### config.mk
export PLATFORM = sky130hd
export DESIGN_NAME = aob_readout
export DESIGN_NICKNAME = d
export VERILOG_FILES = /design/src/hw/aob_fifo.v /design/src/hw/aob_readout.v
export VERILOG_INCLUDE_DIRS = /design/src /design/src/hw
export SDC_FILE = /design/constraint.sdc
export NUM_CORES = 2
export LEC_CHECK = 0
export BUFFER_PORTS_ARGS = -buffer_cell sky130_fd_sc_hd__buf_2
export CAP_MARGIN = 20
export CORE_UTILIZATION = 45
export CTS_BUF_LIST = sky130_fd_sc_hd__clkbuf_2
export DETAILED_ROUTE_END_ITERATION = 8
export MAX_ROUTING_LAYER = met4
export PLACE_DENSITY = 0.73
export SYNTH_ARGS = -nofsm -noshare
export SYNTH_HDL_FRONTEND = slang
export SYNTH_SLANG_ARGS = --single-unit
### constraint.sdc
create_clock -name clock -period 4.5 [get_ports clock]
set_input_delay 0.9 -clock clock [delete_from_list [all_inputs] [get_ports clock]]
set_output_delay 0.9 -clock clock [all_outputs]
set_load 0.01 [all_outputs]
### src/hw/aob_consts.vh
/*
  Constants for the accelerometer output buffer readout block: register
  offsets, field positions, reset values and buffer sizes.
  Assumes inclusion by bare name from design files of the same folder.
*/
`ifndef AOB_CONSTS_VH
`define AOB_CONSTS_VH

// ****************************************************************
// Register offsets
// ****************************************************************
`define AOB_ADDR_W            8
`define AOB_OFF_STATE         8'h0b
`define AOB_OFF_X_LOW         8'h0c
`define AOB_OFF_X_HIGH        8'h0d
`define AOB_OFF_Y_LOW         8'h0e
`define AOB_OFF_Y_HIGH        8'h0f
`define AOB_OFF_Z_LOW         8'h10
`define AOB_OFF_Z_HIGH        8'h11
`define AOB_OFF_SETUP_ONE     8'h20
`define AOB_OFF_SETUP_TWO     8'h21
`define AOB_OFF_SENSOR_TWO    8'h22
`define AOB_OFF_SENSOR_FIVE   8'h23

// ****************************************************************
// Field positions
// ****************************************************************
`define AOB_STATE_WMRK_BIT    7
`define AOB_STATE_OVF_BIT     6
`define AOB_S1_MODE_LO        0
`define AOB_S1_MODE_HI        1
`define AOB_S1_TYPE_BIT       2
`define AOB_S2_FLUSH_BIT      7
`define AOB_SN2_ORDER_BIT     0
`define AOB_SN2_FREAD_BIT     1
`define AOB_SN5_X_BIT         0
`define AOB_SN5_Y_BIT         1
`define AOB_SN5_Z_BIT         2
`define AOB_MODE_OFF          2'h0

// ****************************************************************
// Reset values and sizes
// ****************************************************************
`define AOB_SETUP_ONE_RST     8'h00
`define AOB_SETUP_TWO_RST     8'h00
`define AOB_SENSOR_TWO_RST    8'h00
`define AOB_SENSOR_FIVE_RST   8'h00
`define AOB_DEPTH             32
`define AOB_PTR_W             5
`define AOB_CNT_W             6
`define AOB_CNT_FULL          6'h20
`define AOB_SAMPLE_W          36
`define AOB_IN_FIFO_DEPTH     16
`define AOB_IN_FIFO_AW        4

`endif

### src/hw/aob_fifo.v
/*
  Generic valid/ready FIFO with parameterised width and depth.
  Assumes a single clock and an asynchronous active-high reset.
*/
`timescale 1ns/1ps
module aob_fifo #(
  parameter WIDTH = 36,
  parameter DEPTH = 16,
  parameter AW    = 4
) (
  input  wire             clock,     // System clock
  input  wire             reset,     // Async reset, active high
  input  wire [WIDTH-1:0] in_data,   // Write data
  input  wire             in_valid,  // Write request
  output wire             in_ready,  // Space available
  output wire [WIDTH-1:0] out_data,  // Oldest word
  output wire             out_valid, // Word available
  input  wire             out_ready  // Drain accepts word
);
  reg [WIDTH-1:0] mem [0:DEPTH-1];
  reg [AW:0]      wr_q;
  reg [AW:0]      rd_q;
  wire            full  = (wr_q[AW-1:0] == rd_q[AW-1:0]) && (wr_q[AW] != rd_q[AW]);
  wire            empty = (wr_q == rd_q);
  wire            push  = in_valid && !full;
  wire            pop   = out_valid && out_ready;

  assign in_ready  = !full;
  assign out_valid = !empty;
  assign out_data  = mem[rd_q[AW-1:0]];

  always @(posedge clock) begin
    if (push) begin
      mem[wr_q[AW-1:0]] <= in_data;
    end
  end

  always @(posedge clock or posedge reset) begin
    if (reset) begin
      wr_q <= {(AW+1){1'b0}};
      rd_q <= {(AW+1){1'b0}};
    end else begin
      if (push) begin
        wr_q <= wr_q + 1'b1;
      end
      if (pop) begin
        rd_q <= rd_q + 1'b1;
      end
    end
  end
endmodule

### src/hw/aob_readout.v
/*
  Readout side of a 32-entry XYZ sample buffer: stored count, overflow and
  watermark flags, FIFO/LIFO selection, byte order formatting and the
  auto-increment address walk with fast-read and per-axis skips.
  Assumes samples arrive on the same clock through a valid/ready port and
  that the host register port is single-cycle, read data one cycle later.
*/
// Operation
// - Overflow stays 0 until an arrival finds 32 stored
// - One complete sample read clears overflow
// - Flush write empties buffer, clears overflow
// - Mode 00b clears overflow, count; keeps data
// - State bits 5:0 report stored count
// - Arrival when full holds 32, sets overflow
// - FIFO shows oldest, LIFO shows newest
// - Axis values are two's complement
// - Byte order selectable, little-endian after reset
// - Little-endian: low byte, then right-justified nibble
// - Little-endian upper bits 7:4 copy sign
// - Big-endian: bits 11:4, then nibble, zeros
// - Fast read skips upper registers
// - Fast read returns top eight bits
// - Axis skip bypasses both axis registers
// - Watermark flag when count reaches level
`timescale 1ns/1ps
`include "aob_consts.vh"
module aob_readout (
  input  wire                    clock,        // 40 MHz system clock
  input  wire                    reset,        // Async reset, active high
  input  wire [`AOB_SAMPLE_W-1:0] sample_data, // {z,y,x} 12-bit two's complement
  input  wire                    sample_valid, // New triplet offered
  output wire                    sample_ready, // Input FIFO has room
  input  wire [`AOB_ADDR_W-1:0]  reg_addr,     // Register address
  input  wire [7:0]              reg_wdata,    // Write data
  input  wire                    reg_write,    // Write strobe
  input  wire                    reg_read,     // Read strobe
  output reg  [7:0]              reg_rdata_q,  // Read data, cycle after strobe
  output reg  [`AOB_ADDR_W-1:0]  next_addr_q,  // Auto-increment next address
  output reg                     overflow_flag_q, // Overflow state
  output reg                     watermark_flag_q // Watermark state
);

  // ****************************************************************
  // Configuration registers
  // ****************************************************************
  reg  [7:0] setup_one_q;
  reg  [7:0] setup_two_q;
  reg  [7:0] sensor_two_q;
  reg  [7:0] sensor_five_q;
  wire [1:0] buf_mode    = setup_one_q[`AOB_S1_MODE_HI:`AOB_S1_MODE_LO];
  wire       lifo_sel    = setup_one_q[`AOB_S1_TYPE_BIT];
  wire [5:0] wmrk_level  = setup_two_q[5:0];
  wire       byte_order_select = sensor_two_q[`AOB_SN2_ORDER_BIT];
  wire       fast_read   = sensor_two_q[`AOB_SN2_FREAD_BIT];
  wire       axis_x_skip = sensor_five_q[`AOB_SN5_X_BIT];
  wire       axis_y_skip = sensor_five_q[`AOB_SN5_Y_BIT];
  wire       axis_z_skip = sensor_five_q[`AOB_SN5_Z_BIT];

  wire flush_wr   = reg_write && (reg_addr == `AOB_OFF_SETUP_TWO) &&
                    reg_wdata[`AOB_S2_FLUSH_BIT];
  wire disable_wr = reg_write && (reg_addr == `AOB_OFF_SETUP_ONE) &&
                    (reg_wdata[`AOB_S1_MODE_HI:`AOB_S1_MODE_LO] == `AOB_MODE_OFF);

  always @(posedge clock or posedge reset) begin
    if (reset) begin
      setup_one_q   <= `AOB_SETUP_ONE_RST;
      setup_two_q   <= `AOB_SETUP_TWO_RST;
      sensor_two_q  <= `AOB_SENSOR_TWO_RST;
      sensor_five_q <= `AOB_SENSOR_FIVE_RST;
    end else if (reg_write) begin
      case (reg_addr)
        `AOB_OFF_SETUP_ONE:   setup_one_q   <= reg_wdata;
        `AOB_OFF_SETUP_TWO:   setup_two_q   <= {1'b0, reg_wdata[6:0]}; // Flush self-clears
        `AOB_OFF_SENSOR_TWO:  sensor_two_q  <= reg_wdata;
        `AOB_OFF_SENSOR_FIVE: sensor_five_q <= reg_wdata;
        default: ;
      endcase
    end
  end

  // ****************************************************************
  // Input FIFO between sample producer and buffer
  // ****************************************************************
  wire [`AOB_SAMPLE_W-1:0] in_word;
  wire                     in_avail;
  wire                     in_take;

  aob_fifo #(
    .WIDTH (`AOB_SAMPLE_W),
    .DEPTH (`AOB_IN_FIFO_DEPTH),
    .AW    (`AOB_IN_FIFO_AW)
  ) u_in_fifo (
    .clock     (clock),
    .reset     (reset),
    .in_data   (sample_data),
    .in_valid  (sample_valid),
    .in_ready  (sample_ready),
    .out_data  (in_word),
    .out_valid (in_avail),
    .out_ready (in_take)
  );

  // ****************************************************************
  // Sample store
  // ****************************************************************
  reg  [`AOB_SAMPLE_W-1:0] store [0:`AOB_DEPTH-1];
  reg  [`AOB_PTR_W-1:0]    head_q;   // Next write slot
  reg  [`AOB_CNT_W-1:0]    count_q;
  wire                     full     = (count_q == `AOB_CNT_FULL);
  wire [`AOB_PTR_W-1:0]    tail_ptr = head_q - count_q[`AOB_PTR_W-1:0];
  wire [`AOB_PTR_W-1:0]    newest   = head_q - 5'h01;
  wire                     pop;

  // Drained only while the buffer is enabled; overflow arrivals displace oldest.
  // A LIFO pop steps the head back, so an arrival waits one cycle behind it.
  assign in_take = in_avail && (buf_mode != `AOB_MODE_OFF) && !flush_wr && !disable_wr &&
                   !(pop && lifo_sel);

  always @(posedge clock) begin
    if (in_take) begin
      store[head_q] <= in_word;
    end
  end

  always @(posedge clock or posedge reset) begin
    if (reset) begin
      head_q           <= 5'h00;
      count_q          <= 6'h00;
      overflow_flag_q  <= 1'b0;
      watermark_flag_q <= 1'b0;
    end else begin
      if (flush_wr) begin
        count_q         <= 6'h00;
        overflow_flag_q <= 1'b0;
      end else if (disable_wr) begin
        count_q         <= 6'h00;
        overflow_flag_q <= 1'b0;
      end else begin
        if (in_take) begin
          head_q <= head_q + 5'h01;
        end else if (pop && lifo_sel) begin
          head_q <= head_q - 5'h01;
        end
        if (in_take && full && !pop) begin
          overflow_flag_q <= 1'b1;
        end else if (pop) begin
          overflow_flag_q <= 1'b0;
        end
        // Count saturates at 32: a full arrival overwrites the oldest slot
        if (in_take && !pop && !full) begin
          count_q <= count_q + 6'h01;
        end else if (pop && !in_take) begin
          count_q <= count_q - 6'h01;
        end
      end
      watermark_flag_q <= (count_q >= wmrk_level) && (wmrk_level != 6'h00);
    end
  end

  // ****************************************************************
  // Presented sample and byte formatting
  // ****************************************************************
  wire [`AOB_SAMPLE_W-1:0] shown = store[lifo_sel ? newest : tail_ptr];
  wire [7:0] low_byte  [0:2];
  wire [7:0] high_byte [0:2];

  genvar ax;
  generate
    for (ax = 0; ax < 3; ax = ax + 1) begin : g_axis
      wire [11:0] v = shown[ax*12 +: 12];
      assign low_byte[ax]  = (fast_read || byte_order_select) ? v[11:4]
                                                              : v[7:0];
      assign high_byte[ax] = byte_order_select ? {v[3:0], 4'h0}
                                               : {{4{v[11]}}, v[11:8]};
    end
  endgenerate

  // ****************************************************************
  // Auto-increment walk over enabled data bytes
  // ****************************************************************
  wire [2:0] skip = {axis_z_skip, axis_y_skip, axis_x_skip};
  reg  [7:0] walk_next;
  reg        last_byte;
  reg  [2:0] lane;
  reg        in_data;
  reg        found;
  integer    i;

  always @* begin
    walk_next = reg_addr + 8'h01;
    last_byte = 1'b0;
    in_data   = (reg_addr >= `AOB_OFF_X_LOW) && (reg_addr <= `AOB_OFF_Z_HIGH);
    lane      = 3'h0;
    found     = 1'b0;
    if (in_data) begin
      lane = reg_addr[3:1] - 3'h6;
      // Next enabled data register after this one, else wrap to state
      for (i = 0; i < 3; i = i + 1) begin
        if (!found && (i > lane) && !skip[i]) begin
          walk_next = `AOB_OFF_X_LOW + i[7:0] * 8'h02;
          found     = 1'b1;
        end
      end
      if (!fast_read && !reg_addr[0]) begin
        walk_next = reg_addr + 8'h01;
        found     = 1'b1;
      end
      if (!found) begin
        walk_next = `AOB_OFF_STATE;
        last_byte = 1'b1;
      end
      // Fast read: upper register never visited, low register ends the axis
      if (fast_read && reg_addr[0]) begin
        last_byte = 1'b0;
      end
    end
    // From the state register the walk starts at the first enabled axis
    if (reg_addr == `AOB_OFF_STATE) begin
      for (i = 0; i < 3; i = i + 1) begin
        if (!found && !skip[i]) begin
          walk_next = `AOB_OFF_X_LOW + i[7:0] * 8'h02;
          found     = 1'b1;
        end
      end
    end
  end

  // Pop only on the final byte the walk would visit for this sample
  assign pop = reg_read && in_data && last_byte && (count_q != 6'h00) &&
               !flush_wr && !disable_wr;

  // ****************************************************************
  // Read port
  // ****************************************************************
  always @(posedge clock or posedge reset) begin
    if (reset) begin
      reg_rdata_q <= 8'h00;
      next_addr_q <= `AOB_OFF_STATE;
    end else if (reg_read) begin
      next_addr_q <= walk_next;
      case (reg_addr)
        `AOB_OFF_STATE:       reg_rdata_q <= {watermark_flag_q, overflow_flag_q,
                                              count_q};
        `AOB_OFF_X_LOW:       reg_rdata_q <= low_byte[0];
        `AOB_OFF_X_HIGH:      reg_rdata_q <= high_byte[0];
        `AOB_OFF_Y_LOW:       reg_rdata_q <= low_byte[1];
        `AOB_OFF_Y_HIGH:      reg_rdata_q <= high_byte[1];
        `AOB_OFF_Z_LOW:       reg_rdata_q <= low_byte[2];
        `AOB_OFF_Z_HIGH:      reg_rdata_q <= high_byte[2];
        `AOB_OFF_SETUP_ONE:   reg_rdata_q <= setup_one_q;
        `AOB_OFF_SETUP_TWO:   reg_rdata_q <= setup_two_q;
        `AOB_OFF_SENSOR_TWO:  reg_rdata_q <= sensor_two_q;
        `AOB_OFF_SENSOR_FIVE: reg_rdata_q <= sensor_five_q;
        default:              reg_rdata_q <= 8'h00;
      endcase
    end
  end
endmodule

=== After elaboration in Yosys (flattened, before gate mapping) ===
Memory sizes are Yosys's and may differ from the RTL's.
Index checks and enable logic that the tools add are counted.

* Memories: 2
* RAM bits: 1,728
* Register bits after elaboration: 70

{| class="wikitable"
|+ Memories
! memory !! depth !! bits a word !! rd ports !! clocked after Yosys merged registers in !! write ports !! RTL line !! RTL
|-
| store || 32 || 36 || 1 || 0 || 1 || aob_readout.v:106 || <nowiki>reg [`AOB_SAMPLE_W-1:0] store [0:`AOB_DEPTH-1];</nowiki>
|-
| u_in_fifo.mem || 16 || 36 || 1 || 0 || 1 || aob_fifo.v:20 || <nowiki>reg [WIDTH-1:0] mem [0:DEPTH-1];</nowiki>
|}

* Mux-type cells: 44
* Reduce and logical (&&, ||, !) cells: 62
* $add $sub $neg: 9
* $lt $le $gt $ge: 5
* Equality and inequality tests: 15
* Bitwise logic cells: 2

{| class="wikitable"
|+ Operators by type and width
! operator !! count
|-
| 8-bit 2-to-1 mux || 15
|-
| 8-bit case mux with 11 select lines || 1
|-
| 8-bit by 4-bit == test with 1-bit output (second input constant) || 5
|-
| 8-bit by 6-bit == test with 1-bit output (second input constant) || 4
|-
| 1-bit logical AND || 32
|-
| 6-bit 2-to-1 mux || 4
|-
| 1-bit 2-to-1 mux || 21
|-
| 1-bit zero test || 17
|-
| 8-bit by 5-bit == test with 1-bit output (second input constant) || 2
|-
| 5-bit by 1-bit adder with 5-bit output (second input constant) || 3
|-
| 5-bit 2-to-1 mux || 3
|-
| 6-bit nonzero test || 2
|-
| 8-bit by 1-bit adder with 8-bit output (second input constant) || 1
|-
| 8-bit by 4-bit greater-or-equal comparator with 1-bit output (second input constant) || 1
|-
| 8-bit by 5-bit less-or-equal comparator with 1-bit output (second input constant) || 1
|-
| 2-bit AND reduction || 4
|-
| 4-bit nonzero test || 2
|-
| 6-bit by 1-bit adder with 6-bit output (second input constant) || 1
|-
| 6-bit == test (second input constant) || 1
|-
| 6-bit greater-or-equal comparator || 1
|-
| 6-bit by 1-bit subtractor with 6-bit output (second input constant) || 1
|-
| 5-bit == test || 1
|-
| 5-bit by 1-bit subtractor with 5-bit output (second input constant) || 1
|-
| 5-bit subtractor || 1
|-
| 10 further kinds || 12
|}

=== Depth between registers and ports, before layout ===
* Depth in word-level cells: 27
* Depth in mapped cells: 23
* Depth with buffers taken out: 16

=== Cells and area by module ===
Synthesis repeated with hierarchy kept, for this count alone.

* Cells, all modules: 5,058
* Area, all modules: 75,578.7 µm²

{| class="wikitable"
|+ By module, submodules not included
! module !! cells an instance !! sequential area each (µm²) !! times used !! area each (µm²)
|-
| aob_readout || 4,091 || 36,098.4 || 1 || 53,381.2
|-
| aob_fifo || 967 || 17,546.8 || 1 || 22,197.5
|}

=== Worst setup path after synthesis ===
Ideal clock, no wire load.

* Path kind: input-to-reg
* Start: input port reg_addr[3]
* End: memory store[20][0] in the netlist's numbering (enable)
* Data required time: 4,071 ps
* Stages on the path: 12
* Buffers on the path: 3
* Setup time: 429 ps
* Arrival time: 4,472 ps
* Slack: -401 ps
* Cell sequence: buf_2 nor4_1 and3b_1 and2_1 buf_2 nand2_2 o32a_1 o221ai_1 a21oi_1 clkbuf_1 nand2_1 nor2_1

* Longest elaborated chain between the ends: 23
* Elaborated cells between the ends (all ways): 38
* Those cells by class: add/sub: 1; order compare: 4; eq/ne: 2; mux: 10; reduce/logical: 21

{| class="wikitable"
|+ Ends and longest elaborated chain
! item !! RTL line !! RTL
|-
| start: declaration || aob_readout.v:33 || <nowiki>input wire [`AOB_ADDR_W-1:0] reg_addr,</nowiki>
|-
| 3-bit subtractor || aob_readout.v:196 || <nowiki>lane = reg_addr[3:1] - 3'h6;</nowiki>
|-
| 1-bit by 3-bit greater-than comparator with 1-bit output || aob_readout.v:199 || <nowiki>if (!found && (i > lane) && !skip[i]) begin</nowiki>
|-
| 1-bit logical AND || aob_readout.v:199 ||
|-
| 1-bit 2-to-1 mux || aob_readout.v:199 ||
|-
| 1-bit 2-to-1 mux || aob_readout.v:195 || <nowiki>if (in_data) begin</nowiki>
|-
| 1-bit zero test || aob_readout.v:199 ||
|-
| 1-bit logical AND (2 in series) || aob_readout.v:199 ||
|-
| 1-bit 2-to-1 mux || aob_readout.v:199 ||
|-
| [... 4 more ...] || - ||
|-
| 1-bit 2-to-1 mux || aob_readout.v:195 ||
|-
| 1-bit logical AND (3 in series) || aob_readout.v:229 || <nowiki>assign pop = reg_read && in_data && last_byte && (count_q != 6'h00) &&</nowiki>
|-
| 1-bit logical AND || aob_readout.v:230 || <nowiki>!flush_wr && !disable_wr;</nowiki>
|-
| 1-bit logical AND || aob_readout.v:117 || <nowiki>!(pop && lifo_sel);</nowiki>
|-
| 1-bit zero test || aob_readout.v:117 ||
|-
| 1-bit logical AND * || aob_readout.v:116 || <nowiki>assign in_take = in_avail && (buf_mode != `AOB_MODE_OFF) && !flush_wr && !disable_wr &&</nowiki>
|-
| 1-bit 2-to-1 mux * || aob_readout.v:120 || <nowiki>if (in_take) begin</nowiki>
|-
| 1-bit 2-to-1 mux (not written as such) * || aob_readout.v:121 || <nowiki>store[head_q] <= in_word;</nowiki>
|-
| end: declaration || aob_readout.v:106 ||
|}

Mark *: on every way between the ends. The rest lies on a longest branch, timed or not. The select of a mux whose other input is x is not followed.

=== Worst setup path in the final report ===
* Start: register head_q[0]
* End: register reg_rdata_q[2]

* Longest elaborated chain between the ends: 5
* Elaborated cells between the ends (all ways): 11
* Those cells by class: add/sub: 2; mux: 8; memory: 1

{| class="wikitable"
|+ Ends and longest elaborated chain
! item !! RTL line !! RTL
|-
| start: declaration || aob_readout.v:107 || <nowiki>reg [`AOB_PTR_W-1:0] head_q;</nowiki>
|-
| start signal: assignment || aob_readout.v:140 || <nowiki>head_q <= head_q + 5'h01;</nowiki>
|-
| start signal: assignment || aob_readout.v:142 || <nowiki>head_q <= head_q - 5'h01;</nowiki>
|-
| 5-bit subtractor or 5-bit by 1-bit subtractor with 5-bit output (tied branches) || aob_readout.v:110, aob_readout.v:111 ||
|-
| 5-bit 2-to-1 mux * || aob_readout.v:163 || <nowiki>wire [`AOB_SAMPLE_W-1:0] shown = store[lifo_sel ? newest : tail_ptr];</nowiki>
|-
| memory read 32 x 36 bit * || - ||
|-
| 8-bit 2-to-1 mux, on equally long branches || aob_readout.v:173, aob_readout.v:171 ||
|-
| 8-bit case mux with 11 select lines * || aob_readout.v:241 || <nowiki>case (reg_addr)</nowiki>
|-
| end signal: assignment || aob_readout.v:242 || <nowiki>`AOB_OFF_STATE: reg_rdata_q <= {watermark_flag_q, overflow_flag_q,</nowiki>
|-
| end signal: assignment || aob_readout.v:244 || <nowiki>`AOB_OFF_X_LOW: reg_rdata_q <= low_byte[0];</nowiki>
|-
| end signal: assignment || aob_readout.v:245 || <nowiki>`AOB_OFF_X_HIGH: reg_rdata_q <= high_byte[0];</nowiki>
|-
| end: declaration || aob_readout.v:37 || <nowiki>output reg [7:0] reg_rdata_q,</nowiki>
|}

Mark *: on every way between the ends. The rest lies on a longest branch, timed or not.
A chain may end at the register's enable or synchronous reset.

==> metrics.md <==
| Metric | Value |
|---|---|
| Status | `complete, no violations` |
| Crit Path Max Fanout | `35` |
| Overflow after GRT | `0` |
| # IOs | `76` |
| Worst path cell trace | `inv_2, ha_2, inv_1, fa_2, buf_12, or2_1, buf_4, a22oi_1, a211oi_1, nor3_1, o21ai_0, a32oi_2, buf_4, or3_1, nand3_1, a311o_1, o32a_1` |
| Drt first pass iters | `8` |
| Syn_area_per_cell | `17.4 µm²` |
| Hold Fails Final Rpt | `0` |
| Slew Viols, Final | `0` |
| Nets | `4,934` |
| Final wirelength | `212 mm` |
| Largest net degree at the start of global routing | `148` |
| Die Area | `0.166 mm²` |
| Actual slew at the worst max-slew pin | `1.20 ns` |
| Most Frequent Cell on Critical Path | `buf_4` |
| Max H-tree Level | `5` |
| Setup violators final | `0` |
| Die X-Extent | `407 µm` |
| Clk_lat worst skew | `1.85 ns` |
| Sink Count | `1,798` |
| Rows | `148` |
| Net count after synthesis | `4,328` |
| CP Class | `register to register` |
| Inserted Clock Buffers | `423` |
| Hpwl dp | `124 mm` |
| FMAX | `228 MHz` |
| Synth area leader | `edfxtp_1` |
| Final setup TNS | `0 ns` |
| Final Cell Area | `0.0838 mm²` |
| CTS tree | `built` |
| EDFF count, synth | `1,728` |
| Final period utilization | `0.977` |
| Library cells used by synthesis | `95` |
| Final ANT Viol Nets | `0` |
| Critical Path RT | `6.13 ns` |
| Crit path largest cell delay | `0.53 ns` |
| Multi-input logic area | `0.0191 mm²` |
| Post-synth top area share | `0.701` |
| Dpl cell area | `0.0790 mm²` |
| Crit end category | `register` |
| Starting density of the core | `0.454` |
| Core ar. | `0.163 mm²` |
| Yosys warns | `0` |
| Layout cells sized above 1 | `0.286` |
| Routability cong. | `0.928` |
| Final Util | `0.514` |
| P&R area growth vs syn | `13.3%` |
| Startpoint Class | `register` |
| Clock root buffer | `clkbuf_2` |
| Final Critical Period | `4.39 ns` |
| Slew HR | `0.198` |
| Dominant register cell in the synthesized netlist | `edfxtp_1` |
| Slowest CP cell | `fa_2` |
| Reg area | `0.0537 mm²` |
| Worst min path class | `input pin to register` |
| Worst Skew | `0.175 ns` |
| Routed len/inst | `29.0 µm` |
| Antenna violations before repair | `11` |
| Clk slew on worst S/H paths | `0.11 ns` |
| Max clock buf depth | `4` |
| Asr flop ratio synth | `0.0389` |
| Crit path DAT | `6.02 ns` |
| DR vias | `46,104` |
| Gr usage total | `0.260` |
| Number of port buffers | `75` |
| Max_cap viols | `0` |
| Number of fill cells | `13,016` |
| RSZ-0062 raised after global routing | `no` |
| Vias in the first global route | `45,818` |
| Via density per instance | `6.30` |
| Post-Syn Instances | `4,240` |
| Top post-synthesis cells by area | `edfxtp_1, mux4_2, dfrtp_1, a211oi_1, a21oi_1` |
| Netlist Area Pre-Place | `0.0740 mm²` |
| Die Height | `407 µm` |
| Sequential fraction of the synthesis area | `0.725` |
| Yosys reg bits | `1,798` |
| Drt drc | `0` |
| First-pass GRT wire length | `307 mm` |
| DRT iter0 DRCs | `6,447` |
| Fin Hold WS | `0.219 ns` |
==> cells in the mapped netlist, types with 11 or more instances <==
cell type and n:
clkbuf_1 115, buf_1 26, nor3_1 53, a22oi_1 27, a21oi_1 223, o22ai_1 30
nand4_1 14, a211oi_1 166, o211ai_1 69, a31oi_1 32, o21ai_0 96, a32oi_1 15
a221oi_1 32, nor2b_1 27, mux2_2 34, nand2_1 270, o41ai_1 12, xor2_1 13
a211o_1 16, a221o_1 11, inv_1 49, mux2i_1 36, and2_1 35, o21bai_1 13
buf_4 24, nand2b_1 34, nor2_1 173, buf_6 18, dfrtp_1 67, a21boi_0 11
edfxtp_1 1728, mux4_2 338, ha_1 29, a21o_1 26, xnor2_1 17, nand3_1 45
and3_1 13, buf_2 104
==> cell type report <==
type | count | area share
inverters | 53 | 0.00239
diodes | 12 | 0.000358
repair buffers | 468 | 0.0541
flip-flops and latches | 1798 | 0.640
multi-input cells | 2102 | 0.228
clock inverters | 93 | 0.00581
well taps | 2175 | 0.0325
clock buffers | 619 | 0.0370
==> cell families (layout without fill, tap and decap cells) <==
group / count (synthesis) / in the layout / share of synthesized area
adders and majority gates: 31 / 31 / 0.00545
xor gates and xnor gates: 30 / 30 / 0.00355
muxes: 410 / 410 / 0.113
other: 0 / 12 / 0
DFF: 1798 / 1798 / 0.725
and+or+nand+nor: 705 / 705 / 0.0435
buffers and inverters: 340 / 1233 / 0.0221
AOI/OAI and AO/OA: 926 / 926 / 0.0869
==> through the flow <==
stage,setup WS (ns),instances
after floorplan,-0.401,4240
after global placement,0.0279,6477
after detailed placement,-0.00995,6477
after CTS,0.0340,7308
after global routing,0.0576,7318
final,0.106,7320
==> per-layer routing <==
metal	wire (µm)	vias up	share of wire	global-route usage
li1	-	18813	-	-
met1	78300	23150	0.37	0.338
met2	96300	3461	0.45	0.380
met3	27000	680	0.13	0.0667
met4	10900	0	0.051	0.134
met5	0	-	0	-
==> sequential cells by signal, summed over array words and instances, names as in the netlist <==
register / count
setup_two_q: 7
next_addr_q: 8
overflow_flag_q: 1
sensor_two_q: 8
u_in_fifo.mem: 576
u_in_fifo.wr_q: 5
sensor_five_q: 8
watermark_flag_q: 1
store: 1152
u_in_fifo.rd_q: 5
count_q: 6
reg_rdata_q: 8
head_q: 5
setup_one_q: 8
==> final timing paths <==
kind | startpoint | endpoint | slack (ns) | cells past startpoint
worst max-delay path | head_q[0]$_DFFE_PP0P_ | reg_rdata_q[2]$_DFFE_PP0P_ | 0.11 | 17
worst min-delay path | sample_data[8] | u_in_fifo.mem[9][8]$_DFFE_PP_ | 0.22 | 2
worst max register to register | head_q[0]$_DFFE_PP0P_ | reg_rdata_q[2]$_DFFE_PP0P_ | 0.11 | 17
worst min register to register | next_addr_q[0]$_DFFE_PP1P_ | next_addr_q[0]$_DFFE_PP1P_ | 0.49 | 2
max in group asynchronous | reset | next_addr_q[3]$_DFFE_PP1P_ | 3.09 | 5
min in group asynchronous | reset | u_in_fifo.rd_q[0]$_DFFE_PP0P_ | 0.37 | 4
==> critical path: cells and delay by family, from the launching register on <==
| family | cells | cell delay [ns] |
|---|---|---|
| compound gates | 6 | 1.69 |
| fa+ha+maj | 2 | 0.70 |
| buf+inv | 5 | 0.81 |
| flops | 1 | 0.42 |
| simple gates | 4 | 0.68 |
==> cells in the final DEF, fill, tap and decap left out, drive strengths merged, types with 13 or more instances in the layout <==
master          n
edfxtp       1728
clkbuf        619
buf           350
mux4          338
nand2         272
a21oi         223
nor2          175
a211oi        166
dlygate4sd3   118
o21ai         105
clkinv         83
o211ai         69
dfrtp          67
inv            56
nor3           54
nand3          45
and2           38
mux2i          37
mux2           35
nand2b         34
a31oi          33
a221oi         33
o22ai          30
ha             29
a22oi          27
nor2b          27
a21o           26
xnor2          17
a211o          16
a32oi          16
nand4          14
o21bai         14
and3           13
xor2           13
==> repair_timing <==
item | in CTS | in global routing
hold endpoints to repair | 798 | 0
hold buffers | 118 | 0
pin swaps | 1 | 0
resized for setup | 0 | 4
setup buffers | 1 | 0
setup endpoints to repair | 1 | 4
Power is left out: the tool's default activity adds up to more than one toggle a clock period on the data nets, which glitch-free logic cannot reach.
